### src/famsr_pkg.sv
// Purpose: constants for the alert/fault mask and status register bank
// Assumes: byte-wide registers addressed by command code
// Notes:   command codes are byte addresses on the command port
package famsr_pkg;
  // ----------------------------------------------------------------
  // command codes
  // ----------------------------------------------------------------
  localparam logic [7:0] FAMSR_WARN_MASK_CMD  = 8'hF9;
  localparam logic [7:0] FAMSR_TRIP_MASK_CMD  = 8'hFA;
  localparam logic [7:0] FAMSR_SUMMARY_CMD    = 8'hFB;
  localparam logic [7:0] FAMSR_PHASE_CMD      = 8'hFC;
  // ----------------------------------------------------------------
  // reset values
  // ----------------------------------------------------------------
  localparam logic [7:0] FAMSR_WARN_MASK_RST  = 8'h00;
  localparam logic [7:0] FAMSR_TRIP_MASK_RST  = 8'h00;
  localparam logic [7:0] FAMSR_UNMAPPED_DATA  = 8'h00;
  // ----------------------------------------------------------------
  // mask bit positions (same layout in both mask registers)
  // ----------------------------------------------------------------
  localparam int FAMSR_MASK_VOUT_BIT = 7;
  localparam int FAMSR_MASK_IOUT_BIT = 6;
  localparam int FAMSR_MASK_COMM_BIT = 3;
  localparam int FAMSR_MASK_MVLT_BIT = 2;
  localparam int FAMSR_MASK_POUT_BIT = 0;
  localparam logic [7:0] FAMSR_MASK_WMASK = 8'hCD;
  // ----------------------------------------------------------------
  // status bit positions
  // ----------------------------------------------------------------
  localparam int FAMSR_SUM_TRIP_BIT  = 7;
  localparam int FAMSR_SUM_WARN_BIT  = 6;
  localparam int FAMSR_SUM_PGOOD_BIT = 5;
  localparam int FAMSR_SUM_RDY_BIT   = 4;
  localparam int FAMSR_PH_P4_BIT     = 5;
  localparam int FAMSR_PH_P3_BIT     = 4;
  localparam int FAMSR_PH_P2_BIT     = 3;
  localparam int FAMSR_PH_PSAV_BIT   = 2;
  // ----------------------------------------------------------------
  // source vector layout
  // ----------------------------------------------------------------
  localparam int FAMSR_SRC_VOUT = 0;
  localparam int FAMSR_SRC_IOUT = 1;
  localparam int FAMSR_SRC_COMM = 2;
  localparam int FAMSR_SRC_MVLT = 3;
  localparam int FAMSR_SRC_POUT = 4;
  localparam int FAMSR_SRC_N    = 5;
endpackage

### src/famsr_gate.sv
// Purpose: mask gating of status sources onto one alert line
// Assumes: source flags active high, masks active high
// Notes:   output is a registered active-high summary
`timescale 1ns/1ps
module famsr_gate
  import famsr_pkg::*;
(
  input  wire logic                   clk_sys,
  input  wire logic                   rst_n_int,
  input  wire logic [FAMSR_SRC_N-1:0] src_flags,
  input  wire logic [7:0]             mask_reg,
  output logic                        line_active
);
  logic [FAMSR_SRC_N-1:0] mask_vec;
  logic                   line_nxt;

  assign mask_vec[FAMSR_SRC_VOUT] = mask_reg[FAMSR_MASK_VOUT_BIT];
  assign mask_vec[FAMSR_SRC_IOUT] = mask_reg[FAMSR_MASK_IOUT_BIT];
  assign mask_vec[FAMSR_SRC_COMM] = mask_reg[FAMSR_MASK_COMM_BIT];
  assign mask_vec[FAMSR_SRC_MVLT] = mask_reg[FAMSR_MASK_MVLT_BIT];
  assign mask_vec[FAMSR_SRC_POUT] = mask_reg[FAMSR_MASK_POUT_BIT];
  assign line_nxt = |(src_flags & ~mask_vec);

  always_ff @(posedge clk_sys or negedge rst_n_int) begin
    if (!rst_n_int) begin
      line_active <= 1'b0;
    end else begin
      line_active <= line_nxt;
    end
  end
endmodule

### src/famsr_top.sv
// Purpose: warning/trip mask registers, summary and phase status bytes
// Assumes: command port is a byte-wide strobe interface behind the serial front end
// Notes:   warning and trip pins are open drain, oe low means pulling the pin low
`timescale 1ns/1ps
// Functional notes
// - warning mask bit 3 blocks comm/logic status from the warning output
// - warning mask bit 2 blocks monitored voltage limit crossings from warning
// - warning mask bit 0 blocks output power excess from warning
// - trip mask bits 7, 6, 3 block vout, iout, comm/logic from trip
// - trip mask bit 0 blocks output power excess from trip
// - summary bit 5 is obsolete; power good lives in status word bit 3
// - phase status bit 5 reads one while phase four is enabled
// - phase status bit 4 reads one while phase three is enabled
// - phase status bit 3 reads one while phase two is enabled
// - phase status bit 2 follows the power-save input
// - warning mask bits 7, 6 block vout and iout status from warning
module famsr_top
  import famsr_pkg::*;
(
  input  wire logic       clk_sys,
  input  wire logic       rst_b,
  input  wire logic       cmd_wr,
  input  wire logic       cmd_rd,
  input  wire logic [7:0] cmd_code,
  input  wire logic [7:0] cmd_wdata,
  output logic [7:0]      cmd_rdata,
  output logic            cmd_rvalid,
  input  wire logic       vout_status_any,
  input  wire logic       iout_status_any,
  input  wire logic       comm_logic_status,
  input  wire logic       monitored_voltage,
  input  wire logic       pout_over_limit,
  input  wire logic       device_ready,
  input  wire logic       supply_ok_flag,
  input  wire logic       phase2_enabled,
  input  wire logic       phase3_enabled,
  input  wire logic       phase4_enabled,
  input  wire logic       power_save_input,
  output logic            warning_pin_o,
  output logic            warning_pin_oe_b,
  output logic            trip_pin_o,
  output logic            trip_pin_oe_b,
  output logic [7:0]      warning_mask_out,
  output logic [7:0]      trip_mask_out
);
  // ----------------------------------------------------------------
  // reset release
  // ----------------------------------------------------------------
  logic rst_meta_r;
  logic rst_n_int;

  always_ff @(posedge clk_sys or negedge rst_b) begin
    if (!rst_b) begin
      rst_meta_r <= 1'b0;
      rst_n_int  <= 1'b0;
    end else begin
      rst_meta_r <= 1'b1;
      rst_n_int  <= rst_meta_r;
    end
  end

  // ----------------------------------------------------------------
  // mask registers
  // ----------------------------------------------------------------
  logic [7:0] warning_output_mask_r;
  logic [7:0] trip_output_mask_r;
  logic       wr_warn;
  logic       wr_trip;

  // summary and phase bytes are read only, so writes to them fall through
  assign wr_warn = cmd_wr && (cmd_code == FAMSR_WARN_MASK_CMD);
  assign wr_trip = cmd_wr && (cmd_code == FAMSR_TRIP_MASK_CMD);

  // reserved mask bits stay zero so they read back as zero
  always_ff @(posedge clk_sys or negedge rst_n_int) begin
    if (!rst_n_int) begin
      warning_output_mask_r <= FAMSR_WARN_MASK_RST;
      trip_output_mask_r    <= FAMSR_TRIP_MASK_RST;
    end else begin
      if (wr_warn) begin
        warning_output_mask_r <= cmd_wdata & FAMSR_MASK_WMASK;
      end
      if (wr_trip) begin
        trip_output_mask_r <= cmd_wdata & FAMSR_MASK_WMASK;
      end
    end
  end

  // ----------------------------------------------------------------
  // gating
  // ----------------------------------------------------------------
  logic [FAMSR_SRC_N-1:0] src_flags;
  logic                   warn_active;
  logic                   trip_active;

  assign src_flags[FAMSR_SRC_VOUT] = vout_status_any;
  assign src_flags[FAMSR_SRC_IOUT] = iout_status_any;
  assign src_flags[FAMSR_SRC_COMM] = comm_logic_status;
  assign src_flags[FAMSR_SRC_MVLT] = monitored_voltage;
  assign src_flags[FAMSR_SRC_POUT] = pout_over_limit;

  // one gate per output; same bit layout so one module serves both
  famsr_gate u_warn_gate (
    .clk_sys     (clk_sys),
    .rst_n_int   (rst_n_int),
    .src_flags   (src_flags),
    .mask_reg    (warning_output_mask_r),
    .line_active (warn_active)
  );

  famsr_gate u_trip_gate (
    .clk_sys     (clk_sys),
    .rst_n_int   (rst_n_int),
    .src_flags   (src_flags),
    .mask_reg    (trip_output_mask_r),
    .line_active (trip_active)
  );

  // ----------------------------------------------------------------
  // status bytes
  // ----------------------------------------------------------------
  logic [7:0] summary_status_byte;
  logic [7:0] active_phase_status;

  // power good bit stays zero; software reads it from the status word
  always_comb begin
    summary_status_byte                      = 8'h00;
    summary_status_byte[FAMSR_SUM_TRIP_BIT]  = trip_active;
    summary_status_byte[FAMSR_SUM_WARN_BIT]  = warn_active;
    summary_status_byte[FAMSR_SUM_PGOOD_BIT] = 1'b0;
    summary_status_byte[FAMSR_SUM_RDY_BIT]   = device_ready;
  end

  always_comb begin
    active_phase_status                   = 8'h00;
    active_phase_status[FAMSR_PH_P4_BIT]  = phase4_enabled;
    active_phase_status[FAMSR_PH_P3_BIT]  = phase3_enabled;
    active_phase_status[FAMSR_PH_P2_BIT]  = phase2_enabled;
    active_phase_status[FAMSR_PH_PSAV_BIT] = power_save_input;
  end

  // ----------------------------------------------------------------
  // read path
  // ----------------------------------------------------------------
  logic [7:0] rd_mux;
  logic [7:0] cmd_rdata_r;
  logic       cmd_rvalid_r;

  assign rd_mux = (cmd_code == FAMSR_WARN_MASK_CMD) ? warning_output_mask_r :
                  (cmd_code == FAMSR_TRIP_MASK_CMD) ? trip_output_mask_r :
                  (cmd_code == FAMSR_SUMMARY_CMD)   ? summary_status_byte :
                  (cmd_code == FAMSR_PHASE_CMD)     ? active_phase_status :
                  FAMSR_UNMAPPED_DATA;

  // data is held after the read so a slow serial shifter can pick it up
  always_ff @(posedge clk_sys or negedge rst_n_int) begin
    if (!rst_n_int) begin
      cmd_rdata_r  <= 8'h00;
      cmd_rvalid_r <= 1'b0;
    end else begin
      cmd_rvalid_r <= cmd_rd;
      if (cmd_rd) begin
        cmd_rdata_r <= rd_mux;
      end
    end
  end

  // ----------------------------------------------------------------
  // outputs
  // ----------------------------------------------------------------
  logic warn_oe_b_r;
  logic trip_oe_b_r;
  logic [7:0] warn_mask_out_r;
  logic [7:0] trip_mask_out_r;

  // open drain: enable low pulls the pin low while the line is active
  always_ff @(posedge clk_sys or negedge rst_n_int) begin
    if (!rst_n_int) begin
      warn_oe_b_r     <= 1'b1;
      trip_oe_b_r     <= 1'b1;
      warn_mask_out_r <= FAMSR_WARN_MASK_RST;
      trip_mask_out_r <= FAMSR_TRIP_MASK_RST;
    end else begin
      warn_oe_b_r     <= ~warn_active;
      trip_oe_b_r     <= ~trip_active;
      warn_mask_out_r <= warning_output_mask_r;
      trip_mask_out_r <= trip_output_mask_r;
    end
  end

  assign cmd_rdata        = cmd_rdata_r;
  assign cmd_rvalid       = cmd_rvalid_r;
  assign warning_pin_o    = 1'b0;
  assign warning_pin_oe_b = warn_oe_b_r;
  assign trip_pin_o       = 1'b0;
  assign trip_pin_oe_b    = trip_oe_b_r;
  assign warning_mask_out = warn_mask_out_r;
  assign trip_mask_out    = trip_mask_out_r;
endmodule

### config.mk
export PLATFORM = sky130hd
export DESIGN_NAME = famsr_top
export DESIGN_NICKNAME = d
export VERILOG_FILES = /design/src/famsr_pkg.sv /design/src/famsr_gate.sv /design/src/famsr_top.sv
export SDC_FILE = /design/constraint.sdc
export NUM_CORES = 1
export LEC_CHECK = 0
export BUFFER_PORTS_ARGS = -buffer_cell sky130_fd_sc_hd__buf_2
export CAP_MARGIN = 10
export CORE_MARGIN = 10
export CORE_UTILIZATION = 40
export DETAILED_ROUTE_END_ITERATION = 6
export GPL_TIMING_DRIVEN = 0
export HOLD_SLACK_MARGIN = 0.02
export PLACE_DENSITY = 0.8
export SYNTH_ARGS = -nofsm -noshare
export SYNTH_HDL_FRONTEND = slang
export SYNTH_HIERARCHICAL = 1
export SYNTH_SLANG_ARGS = --single-unit
### constraint.sdc
create_clock -name clk_sys -period 0.9 [get_ports clk_sys]
set_input_delay 0.045 -clock clk_sys [delete_from_list [all_inputs] [get_ports clk_sys]]
set_output_delay 0.045 -clock clk_sys [all_outputs]
set_load 0.01 [all_outputs]
==> summary.txt, run 1 <==
Floorplan
  – Core area: ~0.0034 mm2
  – Die Y: 80.26 um
  – Die footprint: roughly 0.0064 mm2
  – Num ports: 60
  – Die Width: about 80 um
  – Starting Density: a little over two fifths
  – Core Rows: 21

Clocking
  – CTS Buf Count: 5
  – Clock slew at reported path FFs: 100 ps
  – Clock Root Buffer: clkbuf_4
  – CTS max path bufs: 2
  – CTS tree: yes
  – Number of sinks on the clock net: 34
  – Hold Buf Count CTS: 10
  – Htree depth: 2
  – Clk_lat worst skew: 330 ps

Logic synthesis
  – Predominant post-synthesis flop cell: dfrtp_1
  – Synth top area cells: dfrtp_1 (55%), mux2_2 (9.3%), buf_4 (5.2%)
  – Avg Cell Area, Syn: 12.74 um2
  – Area leader, netlist: dfrtp_1
  – Sequential fraction of the synthesis area: 58.74%
  – Mapped Cells: around 110
  – Top post-synthesis cells by count: dfrtp_1 (32), inv_1 (18), mux2_2 (12)
  – Cell variety after synth: 31
  – Top-area cell type share of the netlist area: 55.12%
  – Synthesized cell area: 0.001453 mm2
  – Share of synthesized registers carrying an async set or reset: 100.0%
  – Most frequent cell after synthesis: dfrtp_1
  – Register bit count reported by yosys: 34
  – Synth warn: 6
  – Post-synth EDFFs: 0

Place
  – GP Congestion: 0.8207
  – Placed Instances: 212
  – Post-DP Area: 0.001782 mm2
  – Port Buffers: 44
  – Detailed-placement wirelength estimate: 2686 um

Timing
  – Worst slew margin: between 50% and 60%
  – Minimum clock period: between 1000 and 1500 ps
  – Final setup margin: -324.3 ps
  – Number of hold violations in the final report: 1
  – Setup Skew: about 11 ps
  – Setup_tns: -1543 ps
  – Period utilization: 136.0%
  – Final Slew Violations: 0
  – RSZ-0062 raised after global routing: true
  – Hold_ws: -15.36 ps
  – Fmax: 0.8168 GHz
  – Worst-Margin Slew: between 600 and 700 ps
  – # setup viols final: 14

Worst setup path
  – Worst path cell trace: inv_1 -> a222oi_1 -> o221ai_1
  – Critical path arrival: 1400 ps
  – Bufs and invs on worst path: 1
  – Crit Path Max Fanout: 3
  – CP Data Required Time: between 1000 and 1500 ps
  – Crit Path Class: reg2reg
  – Critical path's top delay family: compound AO/OA/AOI/OAI gates
  – Worst Setup End Kind: flip-flop
  – Crit path largest cell delay: ~420 ps
  – Critical Path Slowest Stage Cell: a222oi_1
  – CP Launch Type: flip-flop

Final layout
  – Layout area overhead: 45.65%
  – Final Net Count: 226
  – Register area: between 800 and 900 um2
  – Fill count: 297
  – Fin util: 61.94%
  – Fin area: 0.002116 mm2
  – Footprint of the multi-input gates: around 520 um2
  – # diodes: 0
  – Share of layout cells above drive strength 1: between 50% and 60%
  – Final instance count without filler cells: 242

Status
  – Failing checks: hold timing, setup timing
  – Outcome: finished, violations left

Global route
  – Met3 usage in global routing: 5.122%
  – Initial antenna violation count: 0
  – Largest net degree at the start of global routing: 33
  – Most Crowded Layer GR: met2
  – Global-route met2 utilization: 21.75%
  – Total gr overflow: 0
  – Met1 Use GR: about 11%
  – Vias in the first global route: 1191
  – Total Routing Usage GR: around an eighth
  – First-pass GRT wire length: 5851 um

Routing
  – Initial DRC Count: 54
  – Drc violations: 0
  – Vias: 1148
  – Vias per std cell: ~4.7
  – Drt wl/cell: 15.98 um
  – First drt pass iteration count: 4
  – WL final: approximately 3900 um
  – ANT nets after route: 0

Power and ir drop
  – Gate power share: between 10% and 20%
  – P_int: 0.002121 W
  – Flop pwr share: between 50% and 60%
  – Lkg Pwr: around 1.1 nW
  – NetSw: between 0.0006 and 0.0007 W
  – Power per cell area: roughly 1300 mW/mm2
  – Max VDD drop: 0.9636 mV
  – Sw Ratio: 23.98%
  – Clk pwr share: 27.0%

Job
  – Max-cap violation count: 0

Worst hold path
  – Hold Path Class: in2reg
==> metal layers <==
metal,part of all wire [%],routed length (um),vias up
met5,0,0,-
li1,-,-,542
met1,35,1367,557
met3,8.3,320,9
met2,54,2100,40
met4,2.0,79,0
==> power by group through the flow <==
| stage | sequential, W | clock [W] | combinational (W) |
|---|---|---|---|
| finish | 0.00164 | 0.000753 | 0.000401 |
| global route | 0.00165 | 0.000830 | 0.000435 |
| CTS | 0.00163 | 0.000776 | 0.000357 |
| detailed placement | 0.00167 | 0 | 0.000286 |
| global placement | 0.00167 | 0 | 0.000280 |
| floorplan | 0.00167 | 0 | 0.000158 |
==> through the flow <==
stage / power, W / setup slack, ps
floorplan: 0.001827 / -80.36
global placement: 0.001947 / -283.4
detailed placement: 0.001954 / -293.5
CTS: 0.002768 / -297.8
global route: 0.002912 / -360.0
finish: 0.002790 / -324.3
==> worst min-delay path, stage by stage <==
cell,delay [ps]
buf_2,90
a222oi_1,70
o221ai_1,80
==> cell type report <==
class                      count  share of cell area, %
buffer                        12                  4.494
clock buffer                   8                  2.306
inverter                      18                  3.193
multi-input combinational     58                  24.66
sequential                    34                  40.39
tap                           46                  2.720
timing repair buffer          66                  22.24
==> placed cells by master, fill, tap and decap left out, types with 2 or more instances in the layout <==
cell / count
buf_2: 39
dfrtp_1: 31
inv_1: 18
buf_4: 15
buf_6: 14
conb_1: 10
dlygate4sd3_1: 10
mux2_2: 6
mux2_4: 6
clkbuf_4: 5
o22ai_1: 4
clkbuf_1: 3
a22oi_2: 2
nand2_1: 2
nor2_1: 2
o32ai_1: 2
nor2b_1: 2
nand4_4: 2
dfstp_2: 2
a222oi_1: 2
o221ai_1: 2
==> path summary, 6_finish.rpt <==
check | start | to | slack, ps | cells past startpoint
max reg2reg | trip_output_mask_r[2]$_DFFE_PN0P_ | u_trip_gate/line_active$_DFF_PN0_ | -320 | 3
max | trip_output_mask_r[2]$_DFFE_PN0P_ | u_trip_gate/line_active$_DFF_PN0_ | -320 | 3
min in group asynchronous | rst_n_int$_DFF_PN0_ | cmd_rdata[6]$_DFFE_PN0P_ | 300 | 0
min reg2reg | rst_n_int$_DFF_PN0_ | cmd_rdata[6]$_DFFE_PN0P_ | 300 | 0
max in group asynchronous | rst_n_int$_DFF_PN0_ | warning_mask_out[2]$_DFF_PN0_ | 170 | 0
min | vout_status_any | u_warn_gate/line_active$_DFF_PN0_ | -20 | 3
==> sequential cells by signal, summed over array words and instances (netlist names), 5 cells and up <==
name                   count
warning_mask_out           5
trip_mask_out              5
trip_output_mask_r         5
cmd_rdata                  7
warning_output_mask_r      5
==> timing repair <==
item                       CTS  global route
gates resized for setup      6            14
setup endpoints to repair   16            27
pin swaps                    4             3
buffers inserted             8             4
hold endpoints to repair    17             2
gates cloned                 0             0
==> kinds of logic after synthesis <==
kind of cell / after synthesis / synth area share (%)
DFF: 34 / 58.74
muxes: 12 / 9.302
buffers and inverters: 30 / 10.51
AOI/OAI and AO/OA: 17 / 9.216
other: 2 / 0.5170
and+or+nand+nor: 19 / 11.71
Note: power is estimated with default switching activity, not from simulation.
==> run 2: changes to the inputs <==
==> constraint.sdc (replaced) <==
create_clock -name clk_sys -period 0.9 [get_ports clk_sys]
set_input_delay 0.045 -clock clk_sys [delete_from_list [all_inputs] [get_ports clk_sys]]
set_output_delay 0.045 -clock clk_sys [all_outputs]
set_load 0.1 [all_outputs]
==> run 2 against run 1 <==
Clock-buffer cell count shrank 1. Non-clock buffer count grew 1. The flow finishes with violations (setup timing). Maximum frequency grew 2.6%. Worst setup slack gained 31 ps. Combinational power grew 95%. Utilization grew 7.8 points. Sequential share of layout area shrank 2.9 points.
==> summary.txt, run 2 (synthesis results as in run 1) <==
Place
  – Pre-CTS setup slack: -318.2 ps
  – Port Buffers: 44
  – Detailed-placement wirelength estimate: 2807 um
  – Post-DP Area: 0.001817 mm2
  – GP Congestion: 0.7716
  – Placed Instances: 212

Worst hold path
  – Critical hold path startpoint: vout_status_any
  – Hold Path Class: in2reg
  – Worst hold endpoint: u_warn_gate/line_active$_DFF_PN0_
  – Hold Path Stages: 3

Routing
  – ANT nets after route: 0
  – Vias per std cell: around 4.7
  – Initial DRC Count: 47
  – First drt pass iteration count: 4
  – Drt wl/cell: ~16 um
  – Vias: around 1100
  – Drc violations: 0
  – WL final: about 4000 um

Power and ir drop
  – Lkg Pwr: 1.134 nW
  – Power per cell area: 1398 mW/mm2
  – Sw Ratio: 32.71%
  – Gate power share: 23.5%
  – NetSw: 0.001090 W
  – Max VDD drop: 1.150 mV
  – P_int: 0.002243 W
  – Flop pwr share: between 40 and 50%
  – Clk pwr share: between 20% and 30%

Floorplan
  – Num ports: 60
  – Starting Density: a little over two fifths
  – Die Y: between 80 and 90 um
  – Core area: approximately 0.0034 mm2
  – Die Width: between 80 and 90 um
  – Core Rows: 21
  – Die footprint: 0.006442 mm2

Global route
  – Total Routing Usage GR: roughly an eighth
  – First-pass GRT wire length: just over 6000 um
  – Vias in the first global route: 1237
  – Initial antenna violation count: 0
  – Largest net degree at the start of global routing: 33
  – Total gr overflow: 0

Timing
  – Setup Skew: 3.060 ps
  – Period utilization: 132.6%
  – Fmax: 0.8378 GHz
  – RSZ-0062 raised after global routing: true
  – Minimum clock period: around 1200 ps
  – Final Slew Violations: 0
  – Final setup margin: -293.5 ps
  – Number of hold violations in the final report: 0
  – # setup viols final: 29

Worst setup path
  – Reg-to-Reg End: u_trip_gate/line_active$_DFF_PN0_
  – Worst path cell trace: inv_1 -> a222oi_1 -> o221ai_1
  – Crit Path Max Fanout: 2
  – R2r worst-path depth: 3
  – Worst Setup End Kind: flip-flop
  – Critical path arrival: 1380 ps
  – Bufs and invs on worst path: 1
  – CP Launch Type: flip-flop
  – CP Data Required Time: 1090 ps
  – Crit Path Class: reg2reg
  – Critical Path Slowest Stage Cell: a222oi_1
  – Crit path largest cell delay: ~400 ps
  – R2R setup slack: -290 ps
  – Critical path's top delay family: compound AO/OA/AOI/OAI gates
  – RR Startpoint: trip_output_mask_r[2]$_DFFE_PN0P_

Clocking
  – CTS max path bufs: 2
  – Number of sinks on the clock net: 34
  – Htree depth: 2
  – CTS Buf Count: 5
  – Clock Root Buffer: clkbuf_4
  – Hold Buf Count CTS: 11
  – CTS tree: yes
  – Clock slew at reported path FFs: 100 ps
  – Clk_lat worst skew: 340 ps

Final layout
  – Most common cell after layout, fill and taps aside: buf_2
  – Most frequent cells in the layout: buf_2 (25), inv_1 (18), buf_4 (16)
  – Share of layout cells above drive strength 1: 61.93%
  – Final Net Count: 227
  – Final instance count without filler cells: 243
  – Max reg flops: 7
  – Fin area: between 0.002 and 0.0025 mm2
  – Layout area overhead: 64.08%
  – # diodes: 0

Job
  – Max-cap violation count: 0

Status
  – Outcome: finished, violations left
  – Failing checks: setup timing
## run 2: worst max path at each step
stage | from | to | slack [ps] | cells past startpoint
2_1_floorplan | cmd_rdata[0]$_DFFE_PN0P_ | cmd_rdata[0]$_DFFE_PN0P_ | -180 | 2
6_report | trip_output_mask_r[2]$_DFFE_PN0P_ | u_trip_gate/line_active$_DFF_PN0_ | -290 | 3
4_1_cts | trip_output_mask_r[0]$_DFFE_PN0P_ | u_trip_gate/line_active$_DFF_PN0_ | -280 | 3
3_5_place_dp | trip_output_mask_r[0]$_DFFE_PN0P_ | u_trip_gate/line_active$_DFF_PN0_ | -320 | 3
5_1_grt | warning_output_mask_r[7]$_DFFE_PN0P_ | u_warn_gate/line_active$_DFF_PN0_ | -330 | 3
3_3_place_gp | cmd_code[2] | warning_output_mask_r[2]$_DFFE_PN0P_ | -250 | 4
## run 2: through the flow
step	TNS (ps)	hold WS (ps)	power, W	utilization, %
detailed placement	-4089	-168.0	0.002295	53.19
global placement	-3605	-169.8	0.002280	53.19
finish	-3771	3.665	0.003333	69.78
CTS	-3896	-14.37	0.003290	66.74
floorplan	-800.6	-250.6	0.002161	-
global route	-4841	8.951	0.003451	69.78
## run 2: worst reg2reg max path, stage by stage (launching register included)
cell and delay, ps:
dfrtp_1 390, inv_1 50, a222oi_1 400, o221ai_1 210
## run 2: final cells by class
class / count / area (um2)
clock buffer: 7 / 55.05
inverter: 18 / 67.56
multi-input combinational: 58 / 536.8
buffer: 12 / 91.34
sequential: 34 / 894.6
clock inverter: 1 / 5.005
tap: 46 / 57.56
timing repair buffer: 67 / 675.6
fill: 250 / 1032
## run 2: what timing repair did
action	CTS	global route
setup buffers	9	4
pin swaps	3	3
gates resized for setup	63	19
hold endpoints to repair	18	2
setup endpoints to repair	27	52
## run 2: metal layers
| layer | routed length, um | vias up | GRT usage [%] |
|---|---|---|---|
| met4 | 29 | 0 | 4.930 |
| met3 | 330 | 4 | 5.457 |
| met1 | 1590 | 559 | 13.00 |
| met2 | 2050 | 43 | 20.87 |
| li1 | - | 541 | - |
| met5 | 0 | - | 0 |
## run 2: power groups by stage
| stage | registers (W) | clock network [W] | logic [W] |
|---|---|---|---|
| CTS | 0.00165 | 0.000898 | 0.000742 |
| global placement | 0.00167 | 0 | 0.000606 |
| finish | 0.00165 | 0.000898 | 0.000783 |
| detailed placement | 0.00168 | 0 | 0.000616 |
| global route | 0.00166 | 0.000970 | 0.000816 |
| floorplan | 0.00186 | 0 | 0.000305 |
